==> config.mk <==
export PLATFORM = sky130hd
export DESIGN_NAME = dsbm_master
export DESIGN_NICKNAME = d
export VERILOG_FILES = /design/src/logic/dsbm_pkg.sv /design/src/logic/dsbm_master.sv /design/src/logic/dsbm_prio_arb.sv
export SDC_FILE = /design/constraint.sdc
export NUM_CORES = 1
export LEC_CHECK = 0
export ABC_CLOCK_PERIOD_IN_PS = 2100
export BUFFER_PORTS_ARGS = -buffer_cell sky130_fd_sc_hd__buf_2
export CAP_MARGIN = 5
export CORE_AREA = 2 2 144 146
export DETAILED_ROUTE_END_ITERATION = 10
export DIE_AREA = 0 0 146 148
export HOLD_SLACK_MARGIN = 0.05
export PLACE_DENSITY = 0.67
export SYNTH_ARGS = -nofsm -noshare
export SYNTH_HDL_FRONTEND = slang
export SYNTH_SLANG_ARGS = --single-unit
==> constraint.sdc <==
create_clock -name clk -period 2.1 [get_ports clk]
set_input_delay 0.21 -clock clk [delete_from_list [all_inputs] [get_ports clk]]
set_output_delay 0.21 -clock clk [all_outputs]
set_load 0.05 [all_outputs]
==> src/logic/dsbm_pkg.sv <==
// shared constants and types for the dma system bus master
package dsbm_pkg;

	// bus geometry
	localparam int DSBM_ADDR_W = 30;
	localparam int DSBM_DATA_W = 32;
	localparam int DSBM_LANES = 4;

	// request classes, index 0 is served first
	localparam int DSBM_NUM_CLASSES = 3;
	localparam logic [1:0] DSBM_CLS_RX = 2'h0;
	localparam logic [1:0] DSBM_CLS_TX = 2'h1;
	localparam logic [1:0] DSBM_CLS_ACTION = 2'h2;

	// memory section that an access touches, decides the reaction to a fault
	localparam logic [1:0] DSBM_SEC_CONFIG = 2'h0;
	localparam logic [1:0] DSBM_SEC_TXDATA = 2'h1;
	localparam logic [1:0] DSBM_SEC_OTHER = 2'h2;

	// byte enables for a full long word, all lanes active low
	localparam logic [3:0] DSBM_BE_LONGWORD = 4'h0;

	// clock and release delay after a withdrawn grant
	localparam int DSBM_CLK_HZ = 20_000_000;
	localparam logic [1:0] DSBM_DROP_CYCLES = 2'h3;

	// bus controller states
	typedef enum logic [3:0] {
		st_idle,
		st_request,
		st_own,
		st_s1a,
		st_s1b,
		st_s2,
		st_a1,
		st_a2,
		st_a3,
		st_end,
		st_drop
	} dsbm_state_type;

endpackage

==> src/logic/dsbm_master.sv <==
// dma system bus master with synchronous and asynchronous bus protocols
//
// Overview of operation
// - in synchronous mode parity strap high selects even parity submode, low selects no parity
// - low order data byte goes to the lowest byte address
// - first state drives address, cycle type and address status together
// - ready ignored in first state, sampled in second, wait states until ready
// - reads float the data bus, latch data and parity on ready
// - writes drive data and parity from second clock of first state until after ready
// - sync bus fault ends cycle; config read fails action, tx read aborts frame
// - parity check output low for one clock after latch on bad parity
// - drive hold when needed; on grant use it or pass it down the cascade
// - no new hold request until the grant has dropped after a tenure
// - grant withdrawn mid cycle ends cycle as fault, bus released later
// - first access starts within four clocks of the grant
// - async write: address strobe first, data strobe one clock later
// - async read: data strobe with address strobe, latch at cycle end
// - async cycle ends on acknowledge from third clock, strobes drop first
// - async bus fault ends cycle; failed read interrupts and aborts tx
// - async: pull bus request low; on grant acknowledge it or pass it on
// - async: no new request until bus request and grant acknowledge are high
// - first async cycle one clock after grant acknowledge, release drops it
// - receive before transmit before channel action requests
// - every pending access is done in the same tenure unless the grant is withdrawn mid cycle
// - one system clock times the bus, each cycle at least four clocks
// - static mode pin selects synchronous or asynchronous protocol
`timescale 1ns/1ps
module dsbm_master
	import dsbm_pkg::*;
(
	input wire logic clk,
	input wire logic reset_n,
	input wire logic mode_async,
	input wire logic parity_strap,
	input wire logic [DSBM_NUM_CLASSES-1:0] req_valid,
	input wire logic [DSBM_NUM_CLASSES-1:0] req_write,
	input wire logic [DSBM_NUM_CLASSES-1:0][DSBM_ADDR_W-1:0] req_addr,
	input wire logic [DSBM_NUM_CLASSES-1:0][1:0] req_section,
	input wire logic [DSBM_NUM_CLASSES-1:0][DSBM_DATA_W-1:0] req_wdata,
	output logic [DSBM_NUM_CLASSES-1:0] req_done,
	output logic req_fault,
	output logic [DSBM_DATA_W-1:0] rd_data,
	output logic action_fail_irq,
	output logic frame_abort_interrupt,
	output logic read_fault_irq,
	output logic [DSBM_ADDR_W-1:0] bus_address,
	output logic [3:0] byte_enable_n,
	output logic bus_write,
	output logic bus_ctl_oe_n,
	input wire logic [DSBM_DATA_W-1:0] data_in,
	output logic [DSBM_DATA_W-1:0] data_out,
	output logic data_oe_n,
	input wire logic [DSBM_LANES-1:0] byte_parity_lines_in,
	output logic [DSBM_LANES-1:0] byte_parity_lines_out,
	output logic byte_parity_oe_n,
	output logic parity_check_n,
	output logic address_status_n,
	input wire logic ready_n,
	input wire logic bus_fault_n,
	output logic hold_request,
	input wire logic ownership_granted,
	output logic ownership_grant_out,
	output logic address_strobe_n,
	output logic data_strobe_n,
	input wire logic transfer_acknowledge_n,
	input wire logic bus_request_in_n,
	output logic bus_request_out_n,
	output logic bus_request_oe_n,
	input wire logic bus_grant_n,
	input wire logic grant_acknowledge_in_n,
	output logic grant_acknowledge_out_n,
	output logic grant_acknowledge_oe_n,
	output logic grant_out_n
);

	dsbm_state_type state_q, state_d;
	logic [1:0] cls_q, cls_d;
	logic [1:0] sec_q, sec_d;
	logic [1:0] drop_cnt_q, drop_cnt_d;
	logic wr_q, wr_d;
	logic block_q, block_d;
	logic fault_q, fault_d;
	logic drop_q, drop_d;
	logic gack_q, gack_d;
	logic parity_check_n_q, parity_check_n_d;
	logic act_fail_q, act_fail_d;
	logic frame_abort_q, frame_abort_d;
	logic read_fault_q, read_fault_d;
	logic [DSBM_NUM_CLASSES-1:0] done_q, done_d;
	logic [DSBM_ADDR_W-1:0] addr_q, addr_d;
	logic [DSBM_DATA_W-1:0] wdata_q, wdata_d;
	logic [DSBM_DATA_W-1:0] rdata_q, rdata_d;
	logic [DSBM_LANES-1:0] rpar_q, rpar_d;
	logic [DSBM_LANES-1:0] wpar;
	logic [DSBM_LANES-1:0] lane_bad;
	logic any_req;
	logic [1:0] sel;
	logic sync_mode;
	logic parity_en;
	logic in_sync_cycle;
	logic load;
	logic bus_free;
	logic [DSBM_NUM_CLASSES-1:0] arb_req;

	// the class ending now is masked, its valid only drops after req_done
	always_comb begin
		arb_req = req_valid;
		if (state_q == st_end) begin
			arb_req[cls_q] = 1'b0;
		end
	end

	dsbm_prio_arb #(
		.NUM_REQ(DSBM_NUM_CLASSES)
	) u_arb (
		.req(arb_req),
		.any_req(any_req),
		.sel(sel)
	);

	// mode pin picks the protocol, parity only exists in synchronous mode
	// strap high means even parity checking and generation
	assign sync_mode = ~mode_async;
	assign parity_en = sync_mode & parity_strap;
	assign in_sync_cycle = (state_q == st_s1a) || (state_q == st_s1b) || (state_q == st_s2);

	// lane i carries bits 8i+7..8i at byte address base+i, so the bus is little endian
	// even parity per lane: data byte xor its parity bit must be zero
	for (genvar i = 0; i < DSBM_LANES; i++) begin : g_lane
		assign wpar[i] = ^wdata_q[8*i +: 8];
		assign lane_bad[i] = ^{rdata_q[8*i +: 8], rpar_q[i]};
	end

	// the bus is free again once the previous tenure's grant lines settle
	assign bus_free = sync_mode ? ~ownership_granted
		: (bus_request_in_n & grant_acknowledge_in_n);

	// controller next state, one process for all access state
	always_comb begin
		state_d = state_q;
		cls_d = cls_q;
		sec_d = sec_q;
		wr_d = wr_q;
		addr_d = addr_q;
		wdata_d = wdata_q;
		rdata_d = rdata_q;
		rpar_d = rpar_q;
		block_d = block_q;
		fault_d = fault_q;
		drop_d = drop_q;
		drop_cnt_d = drop_cnt_q;
		gack_d = gack_q;
		parity_check_n_d = 1'b1;
		act_fail_d = 1'b0;
		frame_abort_d = 1'b0;
		read_fault_d = 1'b0;
		done_d = '0;
		load = 1'b0;
		case (state_q)
			st_idle: begin
				// anti blocking: hold back until the old grant is gone
				if (block_q && bus_free) begin
					block_d = 1'b0;
				end
				if (any_req && !block_q) begin
					state_d = st_request;
				end
			end
			st_request: begin
				// own grant taken, first cycle starts on the next clock
				if (sync_mode && ownership_granted) begin
					load = 1'b1;
					state_d = st_s1a;
				// acknowledge the grant and let go of the request together
				end else if (!sync_mode && !bus_grant_n) begin
					gack_d = 1'b1;
					state_d = st_own;
				end
			end
			st_own: begin
				// first async cycle one clock after the grant acknowledge
				load = 1'b1;
				state_d = st_a1;
			end
			st_s1a: begin
				state_d = st_s1b;
			end
			st_s1b: begin
				state_d = st_s2;
			end
			st_s2: begin
				// ready only counts here and in the wait states that follow
				if (!bus_fault_n) begin
					fault_d = 1'b1;
					state_d = st_end;
				end else if (!ready_n) begin
					// read data and parity caught on the ready clock
					rdata_d = data_in;
					rpar_d = byte_parity_lines_in;
					fault_d = 1'b0;
					state_d = st_end;
				end
			end
			st_a1: begin
				state_d = st_a2;
			end
			st_a2: begin
				state_d = st_a3;
			end
			st_a3: begin
				// acknowledge or fault ends the cycle, waits otherwise
				if (!bus_fault_n || !transfer_acknowledge_n) begin
					rdata_d = data_in;
					fault_d = ~bus_fault_n;
					state_d = st_end;
				end
			end
			st_end: begin
				done_d[cls_q] = 1'b1;
				// one low clock on bad parity, nothing else happens
				parity_check_n_d = ~(parity_en && !wr_q && !fault_q && (|lane_bad));
				// reaction to a synchronous fault depends on the section
				if (fault_q && sync_mode && !wr_q) begin
					act_fail_d = (sec_q == DSBM_SEC_CONFIG);
					frame_abort_d = (sec_q == DSBM_SEC_TXDATA);
				end
				// failed asynchronous read interrupts and aborts its tx channel
				if (fault_q && !sync_mode && !wr_q) begin
					read_fault_d = 1'b1;
					frame_abort_d = 1'b1;
				end
				if (drop_q) begin
					drop_cnt_d = DSBM_DROP_CYCLES;
					state_d = st_drop;
				// keep the bus while anything is still queued
				end else if (any_req) begin
					load = 1'b1;
					state_d = sync_mode ? st_s1a : st_a1;
				end else begin
					// release and drop the grant acknowledge at once
					gack_d = 1'b0;
					block_d = 1'b1;
					state_d = st_idle;
				end
			end
			st_drop: begin
				// keep driving a few clocks after the grant fell, then let go
				drop_cnt_d = drop_cnt_q - 2'h1;
				if (drop_cnt_q == 2'h1) begin
					drop_d = 1'b0;
					block_d = 1'b1;
					state_d = st_idle;
				end
			end
			default: begin
				state_d = st_idle;
			end
		endcase
		// a grant withdrawn mid cycle turns the cycle into a fault
		if (sync_mode && in_sync_cycle && !ownership_granted) begin
			fault_d = 1'b1;
			drop_d = 1'b1;
			state_d = st_end;
		end
		// the arbiter hands the highest priority class
		if (load) begin
			cls_d = sel;
			wr_d = req_write[sel];
			addr_d = req_addr[sel];
			sec_d = req_section[sel];
			wdata_d = req_wdata[sel];
			fault_d = 1'b0;
		end
	end

	// controller registers on the single system clock
	always_ff @(posedge clk or negedge reset_n) begin
		if (!reset_n) begin
			state_q <= st_idle;
			cls_q <= DSBM_CLS_RX;
			sec_q <= DSBM_SEC_OTHER;
			wr_q <= 1'b0;
			addr_q <= '0;
			wdata_q <= '0;
			rdata_q <= '0;
			rpar_q <= '0;
			block_q <= 1'b0;
			fault_q <= 1'b0;
			drop_q <= 1'b0;
			drop_cnt_q <= 2'h0;
			gack_q <= 1'b0;
			parity_check_n_q <= 1'b1;
			act_fail_q <= 1'b0;
			frame_abort_q <= 1'b0;
			read_fault_q <= 1'b0;
			done_q <= '0;
		end else begin
			state_q <= state_d;
			cls_q <= cls_d;
			sec_q <= sec_d;
			wr_q <= wr_d;
			addr_q <= addr_d;
			wdata_q <= wdata_d;
			rdata_q <= rdata_d;
			rpar_q <= rpar_d;
			block_q <= block_d;
			fault_q <= fault_d;
			drop_q <= drop_d;
			drop_cnt_q <= drop_cnt_d;
			gack_q <= gack_d;
			parity_check_n_q <= parity_check_n_d;
			act_fail_q <= act_fail_d;
			frame_abort_q <= frame_abort_d;
			read_fault_q <= read_fault_d;
			done_q <= done_d;
		end
	end

	// user side answers
	assign req_done = done_q;
	assign req_fault = fault_q;
	assign rd_data = rdata_q;
	assign action_fail_irq = act_fail_q;
	assign frame_abort_interrupt = frame_abort_q;
	assign read_fault_irq = read_fault_q;
	assign parity_check_n = parity_check_n_q;

	// address, cycle type and long word enables held valid while mastering
	assign bus_address = addr_q;
	assign bus_write = wr_q;
	assign byte_enable_n = DSBM_BE_LONGWORD;
	assign bus_ctl_oe_n = ~(in_sync_cycle || (state_q == st_a1) || (state_q == st_a2)
		|| (state_q == st_a3) || (state_q == st_end) || (state_q == st_drop));
	assign address_status_n = ~(state_q == st_s1a || state_q == st_s1b);

	// write data from the second clock of the first state through the end clock
	// async write data comes out with the address strobe, ahead of the data strobe
	assign data_out = wdata_q;
	assign data_oe_n = ~(wr_q && (state_q == st_s1b || state_q == st_s2 || state_q == st_end
		|| state_q == st_a1 || state_q == st_a2 || state_q == st_a3));
	assign byte_parity_lines_out = wpar;
	assign byte_parity_oe_n = data_oe_n | ~parity_en;

	// strobes; data strobe trails by a clock on writes, both drop at end
	assign address_strobe_n = ~(state_q == st_a1 || state_q == st_a2 || state_q == st_a3);
	assign data_strobe_n = ~((state_q == st_a1 && !wr_q) || state_q == st_a2
		|| state_q == st_a3);

	// hold stays up across the tenure; an unrequested grant is passed down
	assign hold_request = sync_mode && (state_q == st_request || in_sync_cycle
		|| state_q == st_end);
	assign ownership_grant_out = sync_mode && ownership_granted
		&& (state_q == st_idle || state_q == st_drop);

	// open drain request and acknowledge; the out values are always low
	assign bus_request_out_n = 1'b0;
	assign bus_request_oe_n = ~(!sync_mode && state_q == st_request);
	assign grant_acknowledge_out_n = 1'b0;
	assign grant_acknowledge_oe_n = ~gack_q;
	assign grant_out_n = (!sync_mode && state_q == st_idle) ? bus_grant_n : 1'b1;
endmodule

==> src/logic/dsbm_prio_arb.sv <==
// fixed priority picker for queued dma requests
`timescale 1ns/1ps
module dsbm_prio_arb
	import dsbm_pkg::*;
#(
	parameter int NUM_REQ = DSBM_NUM_CLASSES
) (
	input wire logic [NUM_REQ-1:0] req,
	output logic any_req,
	output logic [1:0] sel
);

	// the select is two bits wide, so at most four classes fit
	if (NUM_REQ < 1 || NUM_REQ > 4) begin : g_bad_num
		$error("dsbm_prio_arb: NUM_REQ must be 1 to 4");
	end

	// lowest index wins; scanning downward lets the last hit be the winner
	always_comb begin
		any_req = |req;
		sel = 2'h0;
		for (int i = NUM_REQ - 1; i >= 0; i--) begin
			if (req[i]) begin
				sel = 2'(i);
			end
		end
	end

endmodule

Word-level counts from Yosys, hierarchy flattened
Cells that the tools add are included.
{ "word_totals": {"output_inout_bits": 124, "input_bits": 245, "ff_bits": 120, "wordCells": 209} }
{ "op_classes": {"order_cmp": 3, "n_bitwise": 18, "n_addsub": 1, "eq_ne": 29, "n_mux": 66, "reduce_logical": 74} }
{ "op_table": {"columns": ["operator", "n"], "rows": [
  ["$mux 32", 4],
  ["$bmux 32 s2", 1],
  ["$pmux 32 s2", 1],
  ["$bmux 30 s2", 1],
  ["$pmux 4 s11", 1],
  ["$mux 4", 9],
  ["$reduce_xor 9->1", 4],
  ["$reduce_xor 8->1", 4],
  ["$mux 1", 31],
  ["$mux 30", 1],
  ["$logic_and 1x1->1", 20],
  ["$logic_or 1x1->1", 20],
  ["$ne 2x2->1 const B", 10],
  ["$eq 4x3->1 const B", 4],
  ["$reduce_and 5->1", 3],
  ["$not 1->1", 13],
  ["$eq 4x4->1 const B", 3],
  ["$mux 3", 4],
  ["$mux 2", 5],
  ["$reduce_bool 2->1", 5],
  ["$ne 3x3->1 const B", 3],
  ["$eq 4x2->1 const B", 2],
  ["$ne 4x4->1 const B", 2],
  ["$logic_not 1->1", 7],
  ["other kinds (26)", 33]
]} }

Logic depth before layout (Yosys ltp)
{ "logic_depth": {"ltp_word": 13, "depth_mapped": 8, "depth_no_buf": 6} }

By module
A second synthesis with hierarchy kept.
{ "hier_totals": {"cells_unflattened": 641, "area_unflattened_um2": 7095.6} }
{ "modules_own_cells": {"columns": ["module", "area_per_inst_um2", "seq_area_each_um2", "n_inst", "cells_each"], "rows": [
  ["dsbm_master", 7075.5, 3005.4, 1, 638],
  ["dsbm_prio_arb", 20.0, 0.0, 1, 3]
]} }

Least setup slack after synthesis
No wires, ideal clock.
{ "synth_path": {"path_kind": "flip-flop to output port", "startpoint": "register state_q[1]", "endpoint": "output port byte_parity_oe_n", "stages_incl_launch_ff": 6, "arrival_time_ps": 2517, "required_ps": 1890, "path_slack_ps": -627, "n_path_buf": 2, "path_cell_list": "dfrtp_1 buf_2 buf_1 nor2_1 o21ai_0 nand3b_1"} }
{ "synth_via": {"elab_chain_cells": 9, "elab_cells_between_ends": 14, "cone_classes": "eq/ne (6); bitwise (2); reduce/logical (6)"} }
{ "synth_lines": {"columns": ["element", "line", "rtl"], "rows": [
  ["start: declaration", "dsbm_master.sv:76", "dsbm_state_type state_q, state_d;"],
  ["start signal: assignment", "dsbm_master.sv:279", "state_q <= st_idle;"],
  ["start signal: assignment", "dsbm_master.sv:298", "state_q <= state_d;"],
  ["$eq 4x3->1", "dsbm_master.sv:339", "assign data_oe_n = ~(wr_q && (state_q == st_s1b || state_q == st_s2 || state_q == st_end"],
  ["$logic_or 1x1->1 (2 in series)", "dsbm_master.sv:339", null],
  ["$logic_or 1x1->1 (2 in series)", "dsbm_master.sv:340", "|| state_q == st_a1 || state_q == st_a2 || state_q == st_a3));"],
  ["$logic_or 1x1->1 (*)", "dsbm_master.sv:340", null],
  ["$logic_and 1x1->1 (*)", "dsbm_master.sv:339", null],
  ["$not 1->1 (*)", "dsbm_master.sv:339", null],
  ["net data_oe_n", "dsbm_master.sv:52", "output logic data_oe_n,"],
  ["$or 1x1->1 (*)", "dsbm_master.sv:342", "assign byte_parity_oe_n = data_oe_n | ~parity_en;"],
  ["end: declaration", "dsbm_master.sv:55", "output logic byte_parity_oe_n,"]
]} }
The timed path passes the listed nets; every way through them passes the cells marked *.

Worst setup path in the final report
{ "layout_path": {"startpoint": "register state_q[0]", "endpoint": "output port grant_out_n"} }
{ "layout_via": {"elab_chain_cells": 3} }
{ "layout_lines": {"columns": ["element", "line", "rtl"], "rows": [
  ["$logic_not 4->1", "dsbm_master.sv:360", "assign grant_out_n = (!sync_mode && state_q == st_idle) ? bus_grant_n : 1'b1;"],
  ["$logic_and 1x1->1", "dsbm_master.sv:360", null],
  ["$mux 1", "dsbm_master.sv:360", null],
  ["end: declaration", "dsbm_master.sv:73", "output logic grant_out_n"]
]} }
Every way passes these cells.

==> out/qor.csv <==
stage,metric,value,unit
finish,Final Util,0.529,
global_routing,gr usage total,0.248,
placement,port bufs,362,
power_and_ir_drop,Reg power frac,0.215,
routing,DRT iter0 DRCs,392,
power_and_ir_drop,worst ir drop on vdd,2.18,mV
routing,post-DR vias/cell,5.27,
global_routing,vias in the first global route,7666,
global_routing,initial antenna violation count,1,
worst_setup_path,r2r setup slk,0.11,ns
cts,Clk Tree Root Cell,clkbuf_16,
global_routing,total congestion overflow,0,
power_and_ir_drop,Logic pwr share,0.628,
yosys,"EDFF count, synth",0,
sta,max_slew headroom,0.657,
yosys,Avg Inst Size Synth,9.00,µm²
die,IO Pins,369,
worst_setup_path,WS Path Type,reg2out,
finish,nets,1449,
global_routing,pin count of the biggest net entering global routing,49,
yosys,area fraction of the dominant cell type after synthesis,0.400,
yosys,number of synthesized register bits,120,
placement,Placement Cell Area,9540,µm²
finish,area grow syn2layout,43.9,%
placement,placer's final routability congestion estimate,0.885,
power_and_ir_drop,Net Sw Frac,0.528,
worst_setup_path,"Req. time, crit path",1.89,ns
worst_setup_path,Crit Path Max Fanout,7,
die,Placeable Area,20000,µm²
worst_setup_path,Worst Setup Start Kind,flop,
routing,Routed WL,27200,µm
yosys,synthesized area,7370,µm²
die,die area,21600,µm²
sta,Final Hold Viols,0,
global_routing,first-pass GRT wire length,42400,µm
die,Die Height,148,µm
cts,Clock Pin Slew Worst Setup and Hold Paths,0.06,ns
sta,Tcrit/Tclk final,0.966,
sta,Max Clk Rate,493,MHz
power_and_ir_drop,clock share of power,0.157,
power_and_ir_drop,P per Cell Area,1940,nW/µm²
cts,CTS max path bufs,2,
finish,share of cells above drive strength 1,0.406,
cts,CTS buffer count,17,
sta,Final Max Slew Viols,0,
cts,Clock Latency Late Sink,0.42,ns
yosys,"Seq/Total Area, Yosys",0.408,
sta,final setup violation count,0,
sta,final setup skew,0.0124,ns
worst_setup_path,Worst setup EP type,primary output,
placement,Post-Place Cells,1415,
cts,CTS tree,built,
routing,post-route ant nets,0,
power_and_ir_drop,NetSw,10900,µW
sta,RSZ-0062 raised after global routing,yes,
finish,fin cells,1487,
hold_path,HP Class,in2reg,
status,status,"finished, final reports clean",
sta,fin crit period,2.03,ns
worst_setup_path,crit path DAT,1.82,ns
placement,post-detail-place hpwl,19200,µm
finish,Final Cell Area,10600,µm²
die,Core Rows,52,
power_and_ir_drop,Tot Pwr,20600,µW
die,Die W,146,µm
power_and_ir_drop,Int Pwr,9710,µW
yosys,Mapped Cells,819,
yosys,largest area contributor in the netlist,dfrtp_1,
die,starting density of the core,0.368,
routing,Post-route DRC,0,
yosys,ys async rst share,1.00,
power_and_ir_drop,P_leak,0.00511,µW
sta,worst slew pin tran,0.509,ns
yosys,Synth area leaders,"dfrtp_1, o21ai_1, o21ai_0, xnor2_1, and3_1",
routing,drt first pass iters,7,
yosys,dominant synthesized flop cell,dfrtp_1,
run,max-cap violations,0,
routing,WL/cell,18.3,µm
cts,clock sinks,120,
yosys,post-synth cell types,68,
routing,Vias,7840,
cts,CTS H-tree depth,4,
yosys,Ys Warns,0,
## synth_stat cells (4+ instances only)
master / count
xor2_1: 13
and3_1: 65
nor3_1: 4
buf_1: 4
mux2_2: 21
mux2_4: 10
nand3_1: 66
clkbuf_1: 20
nand2b_1: 5
dfrtp_1: 118
nor2_1: 20
a31oi_1: 5
o21ai_0: 96
o21ai_1: 106
buf_4: 19
buf_2: 20
nor2b_1: 5
inv_1: 6
xnor2_1: 48
mux2_1: 5
buf_6: 16
nand2_1: 75
a21oi_1: 16
## layout by cell type, fill, tap and decap left out, types with 13 or more instances in the layout
| cell type | synthesis | layout |
|---|---|---|
| xor2_1 | 13 | 13 |
| o21ai_1 | 106 | 106 |
| clkbuf_16 | 0 | 17 |
| buf_4 | 19 | 23 |
| a21oi_1 | 16 | 16 |
| and3_1 | 65 | 65 |
| buf_12 | 0 | 15 |
| dfrtp_1 | 118 | 116 |
| nor2_1 | 20 | 20 |
| o21ai_0 | 96 | 95 |
| mux2_2 | 21 | 21 |
| buf_2 | 20 | 357 |
| xnor2_1 | 48 | 48 |
| nand3_1 | 66 | 66 |
| nand2_1 | 75 | 75 |
| dlygate4sd3_1 | 0 | 37 |
## timing repair
action | 4_1_cts | 5_1_grt
pin swaps | 0 | 1
gates resized for setup | 7 | 8
endpoints found under the hold margin | 79 | 0
setup endpoints to repair | 4 | 37
hold buffers | 37 | 0
setup buffers | 0 | 2
## per-stage QoR
stage,worst slack (ns),TNS (ns),hold WS [ns]
after floorplan,0.0550,0,-0.0856
after global placement,0.104,0,0.177
after detailed placement,0.0563,0,0.179
after CTS,0.0139,0,0.0547
after global routing,-0.00391,-0.00750,0.0740
final,0.0723,0,0.0735
## area by class of cell
cell class                      count  area, µm²
Fill cell                        1881       9430
Multi-Input combinational cell    619       3890
Sequential cell                   120       3010
Timing Repair Buffer              439       2710
Clock buffer                       17        425
Tap cell                          270        338
Clock inverter                     15        213
Inverter                            6       22.5
Antenna cell                        1       2.50
## per-layer routing
layer / GRT usage / up-vias / routed length [µm] / part of all wire
li1: - / 3664 / - / -
met1: 0.317 / 3715 / 11000 / 0.40
met2: 0.405 / 405 / 13200 / 0.48
met3: 0.0651 / 56 / 2220 / 0.082
met4: 0.0932 / 0 / 795 / 0.029
met5: 0 / - / 0 / 0
## registers in the layout, indices dropped and copies added, names as in the netlist, 2 cells and up
signal and cells:
rpar_q 4, state_q 4, cls_q 2, drop_cnt_q 2, req_done 3, bus_address 30, data_out 32, rd_data 32
sec_q 2
## cells by family after synthesis
group / synth area share
xor gates and xnor gates: 0.0725
and+or+nand+nor: 0.191
DFF: 0.408
AOI/OAI and AO/OA: 0.193
adders and majority gates: 0.00170
buffers and inverters: 0.0726
other: 0.000509
muxes: 0.0614
## power groups by stage
| stage | Combinational [µW] | Sequential (µW) | Clock (µW) |
|---|---|---|---|
| after detailed placement | 12700 | 4410 | 0 |
| final | 12900 | 4430 | 3220 |
| after CTS | 12800 | 4400 | 3270 |
| after floorplan | 5980 | 7410 | 0 |
| after global routing | 13700 | 4580 | 3370 |
| after global placement | 12600 | 4370 | 0 |
## worst paths after layout
check / start / endpoint / depth (start not counted)
max reg2reg: state_q[2]$_DFFE_PN0P_ / data_out[3]$_DFFE_PN0P_ / 7
min in group asynchronous: reset_n / frame_abort_interrupt$_DFF_PN0_ / 2
max in group asynchronous: reset_n / rd_data[3]$_DFFE_PN0P_ / 3
min: req_wdata[78] / data_out[14]$_DFFE_PN0P_ / 3
min reg2reg: bus_address[17]$_DFFE_PN0P_ / bus_address[17]$_DFFE_PN0P_ / 2
max: state_q[0]$_DFFE_PN0P_ / grant_out_n / 5
## critical path, stage by stage (launching register included)
cell     delay, ns
dfrtp_2       0.47
buf_4         0.16
nor4_2        0.32
buf_4         0.19
nand2_1       0.06
buf_2         0.21
Note: power is estimated with default switching activity, not from simulation.
